`src/msa_pkg.sv`:
```
// Package: constants for mode selection and page-0 address decoding
package msa_pkg;
    typedef enum logic [2:0] {
        MSA_MODE_0       = 3'b000,
        MSA_MODE_EXP_MIN = 3'b001,
        MSA_MODE_EXP_MIN_ROM = 3'b010,
        MSA_MODE_EXP_MAX = 3'b011,
        MSA_MODE_EXP_MAX_ROM = 3'b100,
        MSA_MODE_5       = 3'b101,
        MSA_MODE_STANDBY = 3'b110,
        MSA_MODE_SINGLE  = 3'b111
    } msa_mode_e;

    localparam int          ADDR_W          = 20;
    localparam logic [19:0] RAM_CTRL_ADDR   = 20'h0fff9;
    localparam logic [19:0] MODE_CAP_ADDR   = 20'h0fffa;
    localparam logic [19:0] REG_FIELD_LO    = 20'h0ff80;
    localparam logic [19:0] REG_FIELD_HI    = 20'h0ffff;
    localparam logic [19:0] RAM_LO          = 20'h0fd80;
    localparam logic [19:0] RAM_HI          = 20'h0ff7f;
    localparam logic [19:0] ROM_HI          = 20'h03fff;
    localparam logic [19:0] MIN_SPACE_HI    = 20'h0ffff;
    localparam int          RAM_ENABLE_BIT  = 7;
    localparam logic        RAM_ENABLE_RST  = 1'b1;
    localparam logic [4:0]  MODE_CAP_FIXED  = 5'h18;
    localparam int          SYNC_STAGES     = 3;
endpackage

```
`src/msa_decode.sv`:
```
// Combinational page-0 address decoder
`timescale 1ns/10ps
module msa_decode (
    input  wire logic [19:0] addr,
    input  wire logic        rom_on,
    input  wire logic        max_mode,
    input  wire logic        single_chip,
    input  wire logic        ram_en,
    output logic             sel_reg,
    output logic             sel_ram,
    output logic             sel_rom,
    output logic             sel_ext,
    output logic             addr_err
);
    logic in_reg;
    logic in_ram;
    logic in_rom;
    logic in_space;

    always_comb begin
        in_reg   = (addr >= msa_pkg::REG_FIELD_LO) && (addr <= msa_pkg::REG_FIELD_HI);
        in_ram   = (addr >= msa_pkg::RAM_LO) && (addr <= msa_pkg::RAM_HI);
        in_rom   = addr <= msa_pkg::ROM_HI;
        in_space = max_mode || (addr <= msa_pkg::MIN_SPACE_HI);
        sel_reg  = in_reg;
        sel_ram  = !in_reg && in_ram && ram_en;
        sel_rom  = !in_reg && !sel_ram && in_rom && rom_on;
        sel_ext  = !in_reg && !sel_ram && !sel_rom && in_space && !single_chip;
        addr_err = !in_reg && !sel_ram && !sel_rom && !sel_ext;
    end
endmodule

```
`src/msa_sync.sv`:
```
// Three-stage pin synchroniser with agreement filter
`timescale 1ns/10ps
module msa_sync #(
    parameter int WIDTH = 3
) (
    input  wire logic             clock,
    input  wire logic             srst,
    input  wire logic [WIDTH-1:0] pin_in,
    output logic      [WIDTH-1:0] pin_out
);
    logic [WIDTH-1:0] s1_q;
    logic [WIDTH-1:0] s2_q;
    logic [WIDTH-1:0] s3_q;
    logic [WIDTH-1:0] held_q;

    initial begin
        if (WIDTH < 1) $error("msa_sync: WIDTH must be positive");
    end

    always_ff @(posedge clock) begin
        s1_q <= pin_in;
        s2_q <= s1_q;
        s3_q <= s2_q;
    end

    genvar gi;
    generate
        for (gi = 0; gi < WIDTH; gi++) begin : g_bit
            // A change only counts once the two later stages agree; the agreed level passes on
            // at once, so a reset held for four edges already captures settled pins
            assign pin_out[gi] = (s2_q[gi] == s3_q[gi]) ? s3_q[gi] : held_q[gi];
            always_ff @(posedge clock) begin
                if (srst) begin
                    held_q[gi] <= 1'b0;
                end else begin
                    held_q[gi] <= pin_out[gi];
                end
            end
        end
    endgenerate
endmodule

```
`src/msa_top.sv`:
```
// Mode latch, register field and address map for the microcontroller
`timescale 1ns/10ps
module msa_top (
    input  wire logic        clock,
    input  wire logic        srst,
    input  wire logic        mode_pin_high,
    input  wire logic        mode_pin_mid,
    input  wire logic        mode_pin_low,
    input  wire logic [19:0] bus_addr,
    input  wire logic        bus_valid,
    input  wire logic        bus_write,
    input  wire logic [7:0]  bus_wdata,
    output logic      [7:0]  bus_rdata,
    output logic             sel_reg_q,
    output logic             sel_ram_q,
    output logic             sel_rom_q,
    output logic             sel_ext_q,
    output logic             addr_err_q,
    output logic             standby_q,
    output logic             max_mode_q,
    output logic             rom_enable_q,
    output logic             vectors_onchip_q,
    output logic             single_chip_q,
    output logic             save_code_page_q,
    output logic             port1_ctrl_bus_q,
    output logic             port2_data_bus_q,
    output logic             port34_addr_bus_q,
    output logic             port1_addr_bus_q,
    output logic             port7_addr_bus_q,
    output logic             port4_start_input_q,
    output logic             port1_start_input_q,
    output logic             port7_start_input_q,
    output logic             onchip_ram_enable_q
);
    logic [2:0]         pins_sync;
    logic [2:0]         mode_code_q;
    logic               mode_valid_q;
    logic               in_reset_q;
    msa_pkg::msa_mode_e mode_e;
    logic               dec_reg;
    logic               dec_ram;
    logic               dec_rom;
    logic               dec_ext;
    logic               dec_err;
    logic               acc_ram_wr;
    logic [7:0]         rd_d;

    msa_sync #(
        .WIDTH   (3)
    ) u_sync (
        .clock   (clock),
        .srst    (1'b0),
        .pin_in  ({mode_pin_high, mode_pin_mid, mode_pin_low}),
        .pin_out (pins_sync)
    );

    assign mode_e = msa_pkg::msa_mode_e'(mode_code_q);

    // Code tracks the pins while reset is held and freezes at release
    always_ff @(posedge clock) begin
        in_reset_q <= srst;
        if (srst) begin
            mode_code_q  <= pins_sync;
            mode_valid_q <= 1'b0;
        end else begin
            mode_valid_q <= 1'b1;
        end
    end

    always_ff @(posedge clock) begin
        if (srst) begin
            standby_q        <= 1'b0;
            max_mode_q       <= 1'b0;
            rom_enable_q     <= 1'b0;
            vectors_onchip_q <= 1'b0;
            single_chip_q    <= 1'b0;
            save_code_page_q <= 1'b0;
        end else begin
            standby_q        <= (mode_e == msa_pkg::MSA_MODE_STANDBY);
            save_code_page_q <= 1'b0;
            case (mode_e)
                msa_pkg::MSA_MODE_EXP_MIN: begin
                    max_mode_q <= 1'b0;
                    rom_enable_q <= 1'b0;
                    vectors_onchip_q <= 1'b0;
                    single_chip_q <= 1'b0;
                end
                msa_pkg::MSA_MODE_EXP_MIN_ROM: begin
                    max_mode_q <= 1'b0;
                    rom_enable_q <= 1'b1;
                    vectors_onchip_q <= 1'b1;
                    single_chip_q <= 1'b0;
                end
                msa_pkg::MSA_MODE_EXP_MAX: begin
                    max_mode_q <= 1'b1;
                    rom_enable_q <= 1'b0;
                    vectors_onchip_q <= 1'b0;
                    single_chip_q <= 1'b0;
                    save_code_page_q <= 1'b1;
                end
                msa_pkg::MSA_MODE_EXP_MAX_ROM: begin
                    max_mode_q <= 1'b1;
                    rom_enable_q <= 1'b1;
                    vectors_onchip_q <= 1'b1;
                    single_chip_q <= 1'b0;
                    save_code_page_q <= 1'b1;
                end
                msa_pkg::MSA_MODE_SINGLE: begin
                    max_mode_q <= 1'b0;
                    rom_enable_q <= 1'b1;
                    vectors_onchip_q <= 1'b1;
                    single_chip_q <= 1'b1;
                end
                default: begin
                    // Unusable codes and standby: no rom and no off-chip; only the register field and enabled ram still decode
                    max_mode_q <= 1'b0;
                    rom_enable_q <= 1'b0;
                    vectors_onchip_q <= 1'b0;
                    single_chip_q <= 1'b1;
                end
            endcase
        end
    end

    // Pin ownership follows the latched mode
    always_ff @(posedge clock) begin
        if (srst) begin
            port1_ctrl_bus_q    <= 1'b0;
            port2_data_bus_q    <= 1'b0;
            port34_addr_bus_q   <= 1'b0;
            port1_addr_bus_q    <= 1'b0;
            port7_addr_bus_q    <= 1'b0;
            port4_start_input_q <= 1'b0;
            port1_start_input_q <= 1'b0;
            port7_start_input_q <= 1'b0;
        end else begin
            port1_ctrl_bus_q    <= mode_valid_q && !single_chip_q && !standby_q;
            port2_data_bus_q    <= mode_valid_q && !single_chip_q && !standby_q;
            port34_addr_bus_q   <= mode_valid_q && !single_chip_q && !standby_q;
            port1_addr_bus_q    <= max_mode_q;
            port7_addr_bus_q    <= max_mode_q;
            port4_start_input_q <= rom_enable_q && !single_chip_q;
            port1_start_input_q <= rom_enable_q && max_mode_q;
            port7_start_input_q <= rom_enable_q && max_mode_q;
        end
    end

    msa_decode u_dec (
        .addr        (bus_addr),
        .rom_on      (rom_enable_q),
        .max_mode    (max_mode_q),
        .single_chip (single_chip_q),
        .ram_en      (onchip_ram_enable_q),
        .sel_reg     (dec_reg),
        .sel_ram     (dec_ram),
        .sel_rom     (dec_rom),
        .sel_ext     (dec_ext),
        .addr_err    (dec_err)
    );

    always_ff @(posedge clock) begin
        if (srst) begin
            sel_reg_q  <= 1'b0;
            sel_ram_q  <= 1'b0;
            sel_rom_q  <= 1'b0;
            sel_ext_q  <= 1'b0;
            addr_err_q <= 1'b0;
        end else begin
            sel_reg_q  <= bus_valid && dec_reg;
            sel_ram_q  <= bus_valid && dec_ram;
            sel_rom_q  <= bus_valid && dec_rom;
            sel_ext_q  <= bus_valid && dec_ext;
            addr_err_q <= bus_valid && dec_err;
        end
    end

    assign acc_ram_wr = bus_valid && bus_write && (bus_addr == msa_pkg::RAM_CTRL_ADDR);

    always_ff @(posedge clock) begin
        if (srst) begin
            onchip_ram_enable_q <= msa_pkg::RAM_ENABLE_RST;
        end else if (acc_ram_wr) begin
            onchip_ram_enable_q <= bus_wdata[msa_pkg::RAM_ENABLE_BIT];
        end
    end

    // Writes to the mode register fall through; only reads are decoded
    always_comb begin
        rd_d = 8'h00;
        if (bus_addr == msa_pkg::MODE_CAP_ADDR) begin
            rd_d = {msa_pkg::MODE_CAP_FIXED, mode_code_q};
        end else if (bus_addr == msa_pkg::RAM_CTRL_ADDR) begin
            rd_d = {onchip_ram_enable_q, 7'h7f};
        end
    end

    always_ff @(posedge clock) begin
        if (srst) begin
            bus_rdata <= 8'h00;
        end else if (bus_valid && !bus_write) begin
            bus_rdata <= rd_d;
        end
    end

    mode_hold_a: assert property (@(posedge clock) disable iff (srst)
        !in_reset_q |-> $stable(mode_code_q))
        else $error("latched mode changed outside reset");
    mode_read_a: assert property (@(posedge clock) disable iff (srst)
        bus_valid && !bus_write && bus_addr == msa_pkg::MODE_CAP_ADDR
        |=> bus_rdata == {5'h18, mode_code_q})
        else $error("mode register read wrong");
    ram_bit_a: assert property (@(posedge clock) disable iff (srst)
        acc_ram_wr |=> onchip_ram_enable_q == $past(bus_wdata[7]))
        else $error("ram enable write lost");
    reg_prio_a: assert property (@(posedge clock) disable iff (srst)
        bus_valid && bus_addr >= 20'h0ff80 && bus_addr <= 20'h0ffff
        |=> sel_reg_q && !sel_ram_q && !sel_ext_q)
        else $error("register field not selected");
    ram_win_a: assert property (@(posedge clock) disable iff (srst)
        bus_valid && onchip_ram_enable_q && bus_addr >= 20'h0fd80 && bus_addr <= 20'h0ff7f
        |=> sel_ram_q)
        else $error("ram window not selected");
    ram_err_a: assert property (@(posedge clock) disable iff (srst)
        bus_valid && single_chip_q && !onchip_ram_enable_q
        && bus_addr >= 20'h0fd80 && bus_addr <= 20'h0ff7f |=> addr_err_q)
        else $error("no address error on disabled ram");
    single_ext_a: assert property (@(posedge clock) disable iff (srst)
        single_chip_q |=> !sel_ext_q)
        else $error("off-chip access in single-chip mode");
    rom_low_a: assert property (@(posedge clock) disable iff (srst)
        bus_valid && rom_enable_q && bus_addr <= 20'h03fff |=> sel_rom_q)
        else $error("rom not selected");
    min_range_a: assert property (@(posedge clock) disable iff (srst)
        bus_valid && !max_mode_q && bus_addr > 20'h0ffff |=> addr_err_q)
        else $error("minimum mode reached beyond page zero");

    // The code is taken on the last reset edge and the ram enable comes out of reset set
    cap_edge_a: assert property (@(posedge clock) disable iff (srst)
        in_reset_q |-> mode_code_q == $past(pins_sync))
        else $error("mode code not taken at reset release");
    ram_reset_a: assert property (@(posedge clock) disable iff (srst)
        in_reset_q |-> onchip_ram_enable_q)
        else $error("ram enable not set after reset");
    single_rom_a: assert property (@(posedge clock) disable iff (srst)
        mode_valid_q && mode_e == msa_pkg::MSA_MODE_SINGLE |-> single_chip_q && rom_enable_q)
        else $error("single-chip code not mapped to rom");
    standby_a: assert property (@(posedge clock) disable iff (srst)
        standby_q |-> !sel_rom_q && !sel_ram_q && !sel_ext_q)
        else $error("memory selected in standby");
    ram_off_ext_a: assert property (@(posedge clock) disable iff (srst)
        bus_valid && !onchip_ram_enable_q && !single_chip_q
        && bus_addr >= 20'h0fd80 && bus_addr <= 20'h0ff7f |=> sel_ext_q)
        else $error("disabled ram window not sent off-chip");

    // Mode levels that must move together
    vec_rom_a: assert property (@(posedge clock) disable iff (srst)
        vectors_onchip_q == rom_enable_q)
        else $error("vector location disagrees with rom mapping");
    cp_save_a: assert property (@(posedge clock) disable iff (srst)
        save_code_page_q == max_mode_q)
        else $error("code page save disagrees with maximum mode");

    // Pin ownership trails the mode levels by one cycle
    bus_pins_a: assert property (@(posedge clock) disable iff (srst)
        single_chip_q |=> !port1_ctrl_bus_q && !port2_data_bus_q && !port34_addr_bus_q)
        else $error("bus pins claimed in single-chip mode");
    exp_pins_a: assert property (@(posedge clock) disable iff (srst)
        mode_valid_q && !single_chip_q && !standby_q |=> port1_ctrl_bus_q && port2_data_bus_q && port34_addr_bus_q)
        else $error("expanded bus pins not claimed");
    max_pins_a: assert property (@(posedge clock) disable iff (srst)
        max_mode_q |=> port1_addr_bus_q && port7_addr_bus_q)
        else $error("extra address pins missing in maximum mode");
    start_in_a: assert property (@(posedge clock) disable iff (srst)
        rom_enable_q && !single_chip_q |=> port4_start_input_q)
        else $error("port 4 not started as inputs");
    start_max_a: assert property (@(posedge clock) disable iff (srst)
        rom_enable_q && max_mode_q |=> port1_start_input_q && port7_start_input_q)
        else $error("port 1 and 7 address pins not started as inputs");

    ext_cv: cover property (@(posedge clock) sel_ext_q);
    err_cv: cover property (@(posedge clock) addr_err_q);
    ramoff_cv: cover property (@(posedge clock) !onchip_ram_enable_q ##1 sel_ext_q);
    romsel_cv: cover property (@(posedge clock) sel_rom_q);
    stby_cv: cover property (@(posedge clock) standby_q && addr_err_q);
endmodule

```
`config.mk`:
```
export PLATFORM = sky130hd
export DESIGN_NAME = msa_top
export DESIGN_NICKNAME = d
export VERILOG_FILES = /design/src/msa_pkg.sv /design/src/msa_decode.sv /design/src/msa_sync.sv /design/src/msa_top.sv
export SDC_FILE = /design/constraint.sdc
export NUM_CORES = 1
export LEC_CHECK = 0
export CORE_MARGIN = 2
export CORE_UTILIZATION = 45
export DETAILED_ROUTE_END_ITERATION = 7
export DONT_BUFFER_PORTS = 1
export SYNTH_ARGS = -nofsm -noshare
export SYNTH_HDL_FRONTEND = slang
export SYNTH_SLANG_ARGS = --single-unit
export TNS_END_PERCENT = 50
```
`constraint.sdc`:
```
create_clock -name clock -period 1.5 [get_ports clock]
set_clock_uncertainty 0.05 [all_clocks]
set_input_delay 0.075 -clock clock [delete_from_list [all_inputs] [get_ports clock]]
set_output_delay 0.075 -clock clock [all_outputs]
set_load 0.05 [all_outputs]
```
==> impl_metrics.csv, run 1 <==
group,metric,value,unit
drt,postRouteAntennaNets,0,
floorplanning,fp-row-count,19,
floorplanning,die_h,57.2,um
yosys,ys.flop_type,"dfxtp_1",
timing,fmax,0.694,GHz
drt,viasPerCell,5.06,
yosys,syn_area,1270,um2
yosys,async_reset_ff_share,0,%
global_routing,grt_start_max_net_pins,11,
setup_path,r2r-end,"standby_q",
timing,rsz0062_at_grt,"false",
clocking,htreeDepth,2,
yosys,synth_nets,153,
timing,finalHoldViolations,0,
clocking,clockBufferDepth,2,
clocking,clk_pin_slew_worst_paths,0.10,ns
global_routing,grt_pass1_wl,3620,um
floorplanning,dieArea,3270,um2
global_routing,track_usage,15.1,%
timing,fin_crit,1.44,ns
floorplanning,core,2710,um2
setup_path,reg2regPathDepth,2,
run,cap_violations,0,
cells_and_area,multi_input_comb_area,435,um2
yosys,ys_seq_area_share,59.1,%
drt,drtIter0Drc,17,
yosys,synth-seq-cells,36,
cells_and_area,num_antenna_cells,0,
setup_path,r2r-start,"mode_code_q[0]",
cells_and_area,final_cells,180,
place,io_buffers,0,
yosys,synth_edf_count,3,
yosys,synth_top_area_share,52.0,%
timing,setup_viol,0,
timing,finalMaxSlewViolations,0,
clocking,post-cts-setup-buffer-count,0,
yosys,ys_warn_count,0,
cells_and_area,area_growth,25.3,%
cells_and_area,post-route-util,58.8,%
yosys,syn_inst,118,
setup_path,path_class,"register to register",
global_routing,grt_pass1_vias,854,
pwr,power_leakage,0.658,nW
clocking,cts_tree,"yes",
setup_path,cp_data_required_time,1.72,ns
yosys,synth_area_leaders,"dfxtp_1 (52%), edfxtp_1 (7.1%), buf_4 (5.3%)",
setup_path,path_max_fanout,6,
timing,setup_tns,0,ns
floorplanning,pin_count,63,
setup_path,cp-end-kind,"register",
floorplanning,start_util,46.9,%
min_path,hold_class,"input pin to register",
drt,vias,911,
min_path,holdPathEnd,"onchip_ram_enable_q",
place,gp_congestion,0.774,
drt,firstDrtPassIters,4,
cells_and_area,fill_cells,240,
drt,wl_per_cell,12.8,um
setup_path,rrSetupSlack,0.06,ns
min_path,hold_depth,3,
timing,worst_pin_slew,0.498,ns
global_routing,grt_overflow,0,
pwr,power_density,1080,nW/um2
timing,period_share,96.0,%
yosys,synthDistinctLibCells,31,
clocking,clk_latency,0.32,ns
setup_path,crit_arrival,1.66,ns
clocking,clock-sinks,36,
place,dp_cells,154,
yosys,synth.largest_area_cell,"dfxtp_1",
yosys,synth_common_cells,"dfxtp_1 (33), nor2_1 (11), buf_4 (9), nand2_1 (9), a21oi_1 (8)",
floorplanning,dieWidth,57.2,um
yosys,syn_area_per_cell,10.8,um2
clocking,hold_buffers,18,
clocking,cts-root-buf,"clkbuf_4",
pwr,peakVddDrop,813,uV
global_routing,antenna_found_initial,0,
drt,drcViolationCount,0,
timing,relSlewSlack,66.8,%
yosys,synth_most_common_cell,"dfxtp_1",
drt,drt-total-wl,2310,um
min_path,min_from,"bus_addr[11]",
setup_path,start_kind,"register",
cells_and_area,nets,183,
cells_and_area,drive_gt1_share,20.8,%
cells_and_area,regArea,751,um2
clocking,cts_buffers,5,
run_status,status,"finished clean",
## sequential cells by signal, summed over array words and instances (netlist names)
name	flops
u_sync.s2_q	3
addr_err_q	1
port34_addr_bus_q	1
sel_rom_q	1
onchip_ram_enable_q	1
vectors_onchip_q	1
port7_addr_bus_q	1
u_sync.s1_q	3
sel_ram_q	1
mode_code_q	3
port4_start_input_q	1
standby_q	1
bus_rdata	6
save_code_page_q	1
mode_valid_q	1
u_sync.held_q	3
single_chip_q	1
sel_ext_q	1
port7_start_input_q	1
sel_reg_q	1
u_sync.s3_q	3
## cells in the final DEF (no fill, tap or decap), drive strengths merged, types with 2 or more instances in the layout
cell         count
nor2            11
nand3            2
nor2b            3
buf             16
o21ai            7
nor4             3
xnor2            2
maj3             3
dfxtp           33
edfxtp           3
inv              4
clkbuf           7
dlygate4sd3     18
and3             2
nor3b            4
nand4            2
a21oi            8
nand2            9
## worst max path at each step
stage	startpoint	end	slack (ns)	cells after the start
2_1_floorplan	vectors_onchip_q	addr_err_q	0.13	3
3_3_place_gp	bus_addr[8]	onchip_ram_enable_q	0.16	4
3_5_place_dp	bus_addr[8]	onchip_ram_enable_q	0.11	4
4_1_cts	onchip_ram_enable_q	onchip_ram_enable_q	0.05	4
5_1_grt	mode_code_q[0]	standby_q	0.0004	2
6_report	mode_code_q[0]	standby_q	0.06	2
## what timing repair did
| action | 4_1_cts | 5_1_grt |
|---|---|---|
| resized for setup | 0 | 2 |
| hold endpoints to repair | 27 | 1 |
| setup endpoints to repair | 0 | 2 |
## stage by stage
stage                     cell area, um2  worst slack (ns)  hold slack [ns]  total power [W]
final                               1590            0.0593          0.00813          0.00172
after global routing                1590          0.000366         -0.00958          0.00181
after CTS                           1580            0.0491          0.00216          0.00174
after detailed placement            1360             0.114           0.0528          0.00125
after global placement              1360             0.155           0.0528          0.00124
after floorplan                     1270             0.134           0.0527          0.00123
## kinds of logic (layout without fill, tap and decap cells)
kind of cell | Yosys count | in the layout | synth area share [%]
adder cells (fa/ha/maj) | 3 | 3 | 2.36
multiplexers | 1 | 1 | 0.787
buffers and inverters | 15 | 46 | 7.09
AO/OA/AOI/OAI | 16 | 16 | 7.87
AND/OR/NAND/NOR | 44 | 44 | 20.8
XOR/XNOR | 3 | 3 | 2.07
flip-flops | 36 | 36 | 59.1
## area by class of cell
class	count	area share, %
clock buffer	7	2.83
clock inverter	1	0.236
inverter	4	0.943
multi-input combinational	67	27.3
sequential	36	47.1
tap	31	2.44
timing repair buffer	34	19.1
## layer usage
metal	GRT usage (%)	vias up	wire length [um]
li1	-	455	-
met1	15.3	418	896
met2	24.6	33	1180
met3	7.48	5	173
met4	9.97	0	58
met5	0	-	0
## report_power, final
group	internal, W	switching [W]
clock	0.000180	0.000281
sequential	0.00102	0.0000397
combinational	0.0000790	0.000125
## critical path: stages, from the launching register on
cell and delay [ns]:
edfxtp_1 0.50, nor4bb_1 0.28, dlygate4sd3_1 0.57
Note: power is estimated with default switching activity, not from simulation.
==> run 2: changes to the inputs <==
Clock period 1.5 ns to 1.4 ns, I/O delays scaled along.
==> run 2 against run 1 <==
  * Sequential power up 8%
  * Via count increased by 4.4%
  * Sequential cell count unchanged
  * Critical endpoint is now sel_reg_q
  * Total power rose by 21%
  * Wire length up 11%
  * Worst hold slack got worse by 0.072 ns
  * The flow now finishes with violations (hold timing)
  * Non-clock buffer count is 2 higher
  * Combinational power is 14% higher
  * Global-route usage rose by 1.6 points
  * Die area did not move
  * Worst setup slack got worse by 0.0041 ns
  * Clock power grew 54%
==> impl_metrics.csv, run 2 (synthesis gave the netlist of run 1 again) <==
group,metric,value,unit
run_status,status,"complete, but fails checks",
run_status,violations,"hold timing",
setup_path,path_max_fanout,3,
clocking,clock-sinks,36,
global_routing,grt_pass1_vias,914,
drt,wl_per_cell,14.0,um
timing,fmax,0.744,GHz
timing,worst_pin_slew,0.507,ns
pwr,peakVddDrop,980,uV
drt,drcViolationCount,0,
clocking,clk_pin_slew_worst_paths,0.10,ns
cells_and_area,layout_commonest_cell,"dfxtp_1",
setup_path,rrSetupSlack,0.09,ns
cells_and_area,fill_cells,244,
cells_and_area,layout_common_cells,"dfxtp_1 (33), dlygate4sd3_1 (19), buf_4 (17), nor2_1 (11)",
setup_path,crit_arrival,1.58,ns
global_routing,grt_start_max_net_pins,12,
clocking,clk_latency,0.33,ns
setup_path,path_class,"input pin to register",
cells_and_area,post-route-util,60.6,%
timing,relSlewSlack,66.1,%
drt,postRouteAntennaNets,0,
min_path,min_from,"srst",
place,gp_congestion,0.779,
global_routing,grt_pass1_wl,4040,um
floorplanning,start_util,46.9,%
pwr,power_density,1260,nW/um2
cells_and_area,regArea,751,um2
clocking,cts_tree,"yes",
pwr,p_switching,0.000516,W
min_path,hold_class,"input pin to register",
cells_and_area,largest_reg_flops,6,
pwr,sequentialPowerShare,54.5,%
drt,drt-total-wl,2550,um
run,cap_violations,0,
setup_path,start_kind,"input pin",
pwr,internal_power,0.00156,W
clocking,cts-root-buf,"clkbuf_4",
cells_and_area,area_growth,29.2,%
min_path,hold_depth,3,
drt,drtIter0Drc,30,
floorplanning,fp-row-count,19,
timing,rsz0062_at_grt,"false",
cells_and_area,nets,185,
timing,setup_tns,0,ns
floorplanning,pin_count,63,
place,io_buffers,0,
place,dpl.hpwl,1590,um
setup_path,cp_data_required_time,1.64,ns
floorplanning,core,2710,um2
cells_and_area,num_antenna_cells,0,
drt,firstDrtPassIters,4,
timing,whs,-0.0643,ns
clocking,post-cts-setup-buffer-count,0,
floorplanning,dieArea,3270,um2
global_routing,track_usage,16.8,%
timing,period_share,96.1,%
clocking,clockBufferDepth,2,
timing,setup_viol,0,
floorplanning,dieWidth,57.2,um
setup_path,cp-end-kind,"register",
cells_and_area,drive_gt1_share,22.5,%
floorplanning,die_h,57.2,um
min_path,holdPathEnd,"sel_ram_q",
clocking,cts_buffers,5,
pwr,combPwrFrac,11.2,%
pwr,p_clk_share,34.2,%
drt,vias,951,
timing,finalHoldViolations,1,
timing,fin_crit,1.34,ns
pwr,switching_share,24.9,%
setup_path,reg2regPathDepth,2,
setup_path,r2r-start,"single_chip_q",
global_routing,grt_overflow,0,
cells_and_area,regMostFlops,"bus_rdata",
drt,viasPerCell,5.23,
pwr,power_leakage,0.679,nW
setup_path,r2r-end,"port34_addr_bus_q",
cells_and_area,multi_input_comb_area,444,um2
timing,finalMaxSlewViolations,0,
clocking,htreeDepth,2,
global_routing,antenna_found_initial,0,
## run 2: cell types whose count changed in the layout (fill, tap and decap cells not counted), sizes merged
cell         delta
buf             +1
dlygate4sd3     +1
bufinv          +1
clkbuf          -1
## run 2: repair_timing
item / 4_1_cts / 5_1_grt
resized for setup: 0 / 2
hold buffers: 19 / 1
hold endpoints to repair: 25 / 2
endpoints found under the setup margin: 0 / 1
## run 2: how the worst max path moves through the flow
stage,startpoint,to,cells past startpoint
final,bus_addr[10],sel_reg_q,5
after global routing,bus_addr[11],sel_reg_q,5
after CTS,bus_valid,sel_reg_q,5
after detailed placement,bus_addr[8],bus_rdata[7],4
after global placement,bus_addr[8],onchip_ram_enable_q,4
after floorplan,vectors_onchip_q,addr_err_q,3
## run 2: worst max-delay path: stages
cell and delay [ns]:
dlygate4sd3_1 0.56, nand2_2 0.08, nand4bb_4 0.22, nor2_1 0.11, dlygate4sd3_1 0.55
## run 2: final cells by class
type                            instances  share of cell area [%]
Multi-Input combinational cell         67                    27.0
Sequential cell                        36                    45.7
Tap cell                               31                    2.36
Inverter                                4                   0.914
Clock inverter                          2                    2.13
Clock buffer                            6                    2.51
Timing Repair Buffer                   36                    19.3
## run 2: per-stage QoR
stage / area [um2] / total power [W] / cells / setup slack [ns]
6_report: 1640 / 0.00207 / 182 / 0.0551
5_1_grt: 1640 / 0.00218 / 182 / 0.0157
4_1_cts: 1630 / 0.00209 / 182 / 0.0488
3_5_place_dp: 1360 / 0.00134 / 155 / 0.0533
3_3_place_gp: 1360 / 0.00133 / 155 / 0.0618
2_1_floorplan: 1270 / 0.00131 / 118 / 0.0344
## run 2: layer usage
layer	vias to the layer above	share of wire, %	track usage (%)
li1	462	-	-
met1	447	37	17.3
met2	33	54	28.6
met3	9	6.0	8.62
met4	0	3.1	6.98
met5	-	0	0
## run 2: power by group through the flow
stage / Combinational [W] / Sequential (W) / Clock [W]
2_1_floorplan: 0.000125 / 0.00119 / 0
5_1_grt: 0.000250 / 0.00114 / 0.000789
6_report: 0.000233 / 0.00113 / 0.000709
3_3_place_gp: 0.000178 / 0.00115 / 0
3_5_place_dp: 0.000182 / 0.00116 / 0
4_1_cts: 0.000229 / 0.00113 / 0.000726
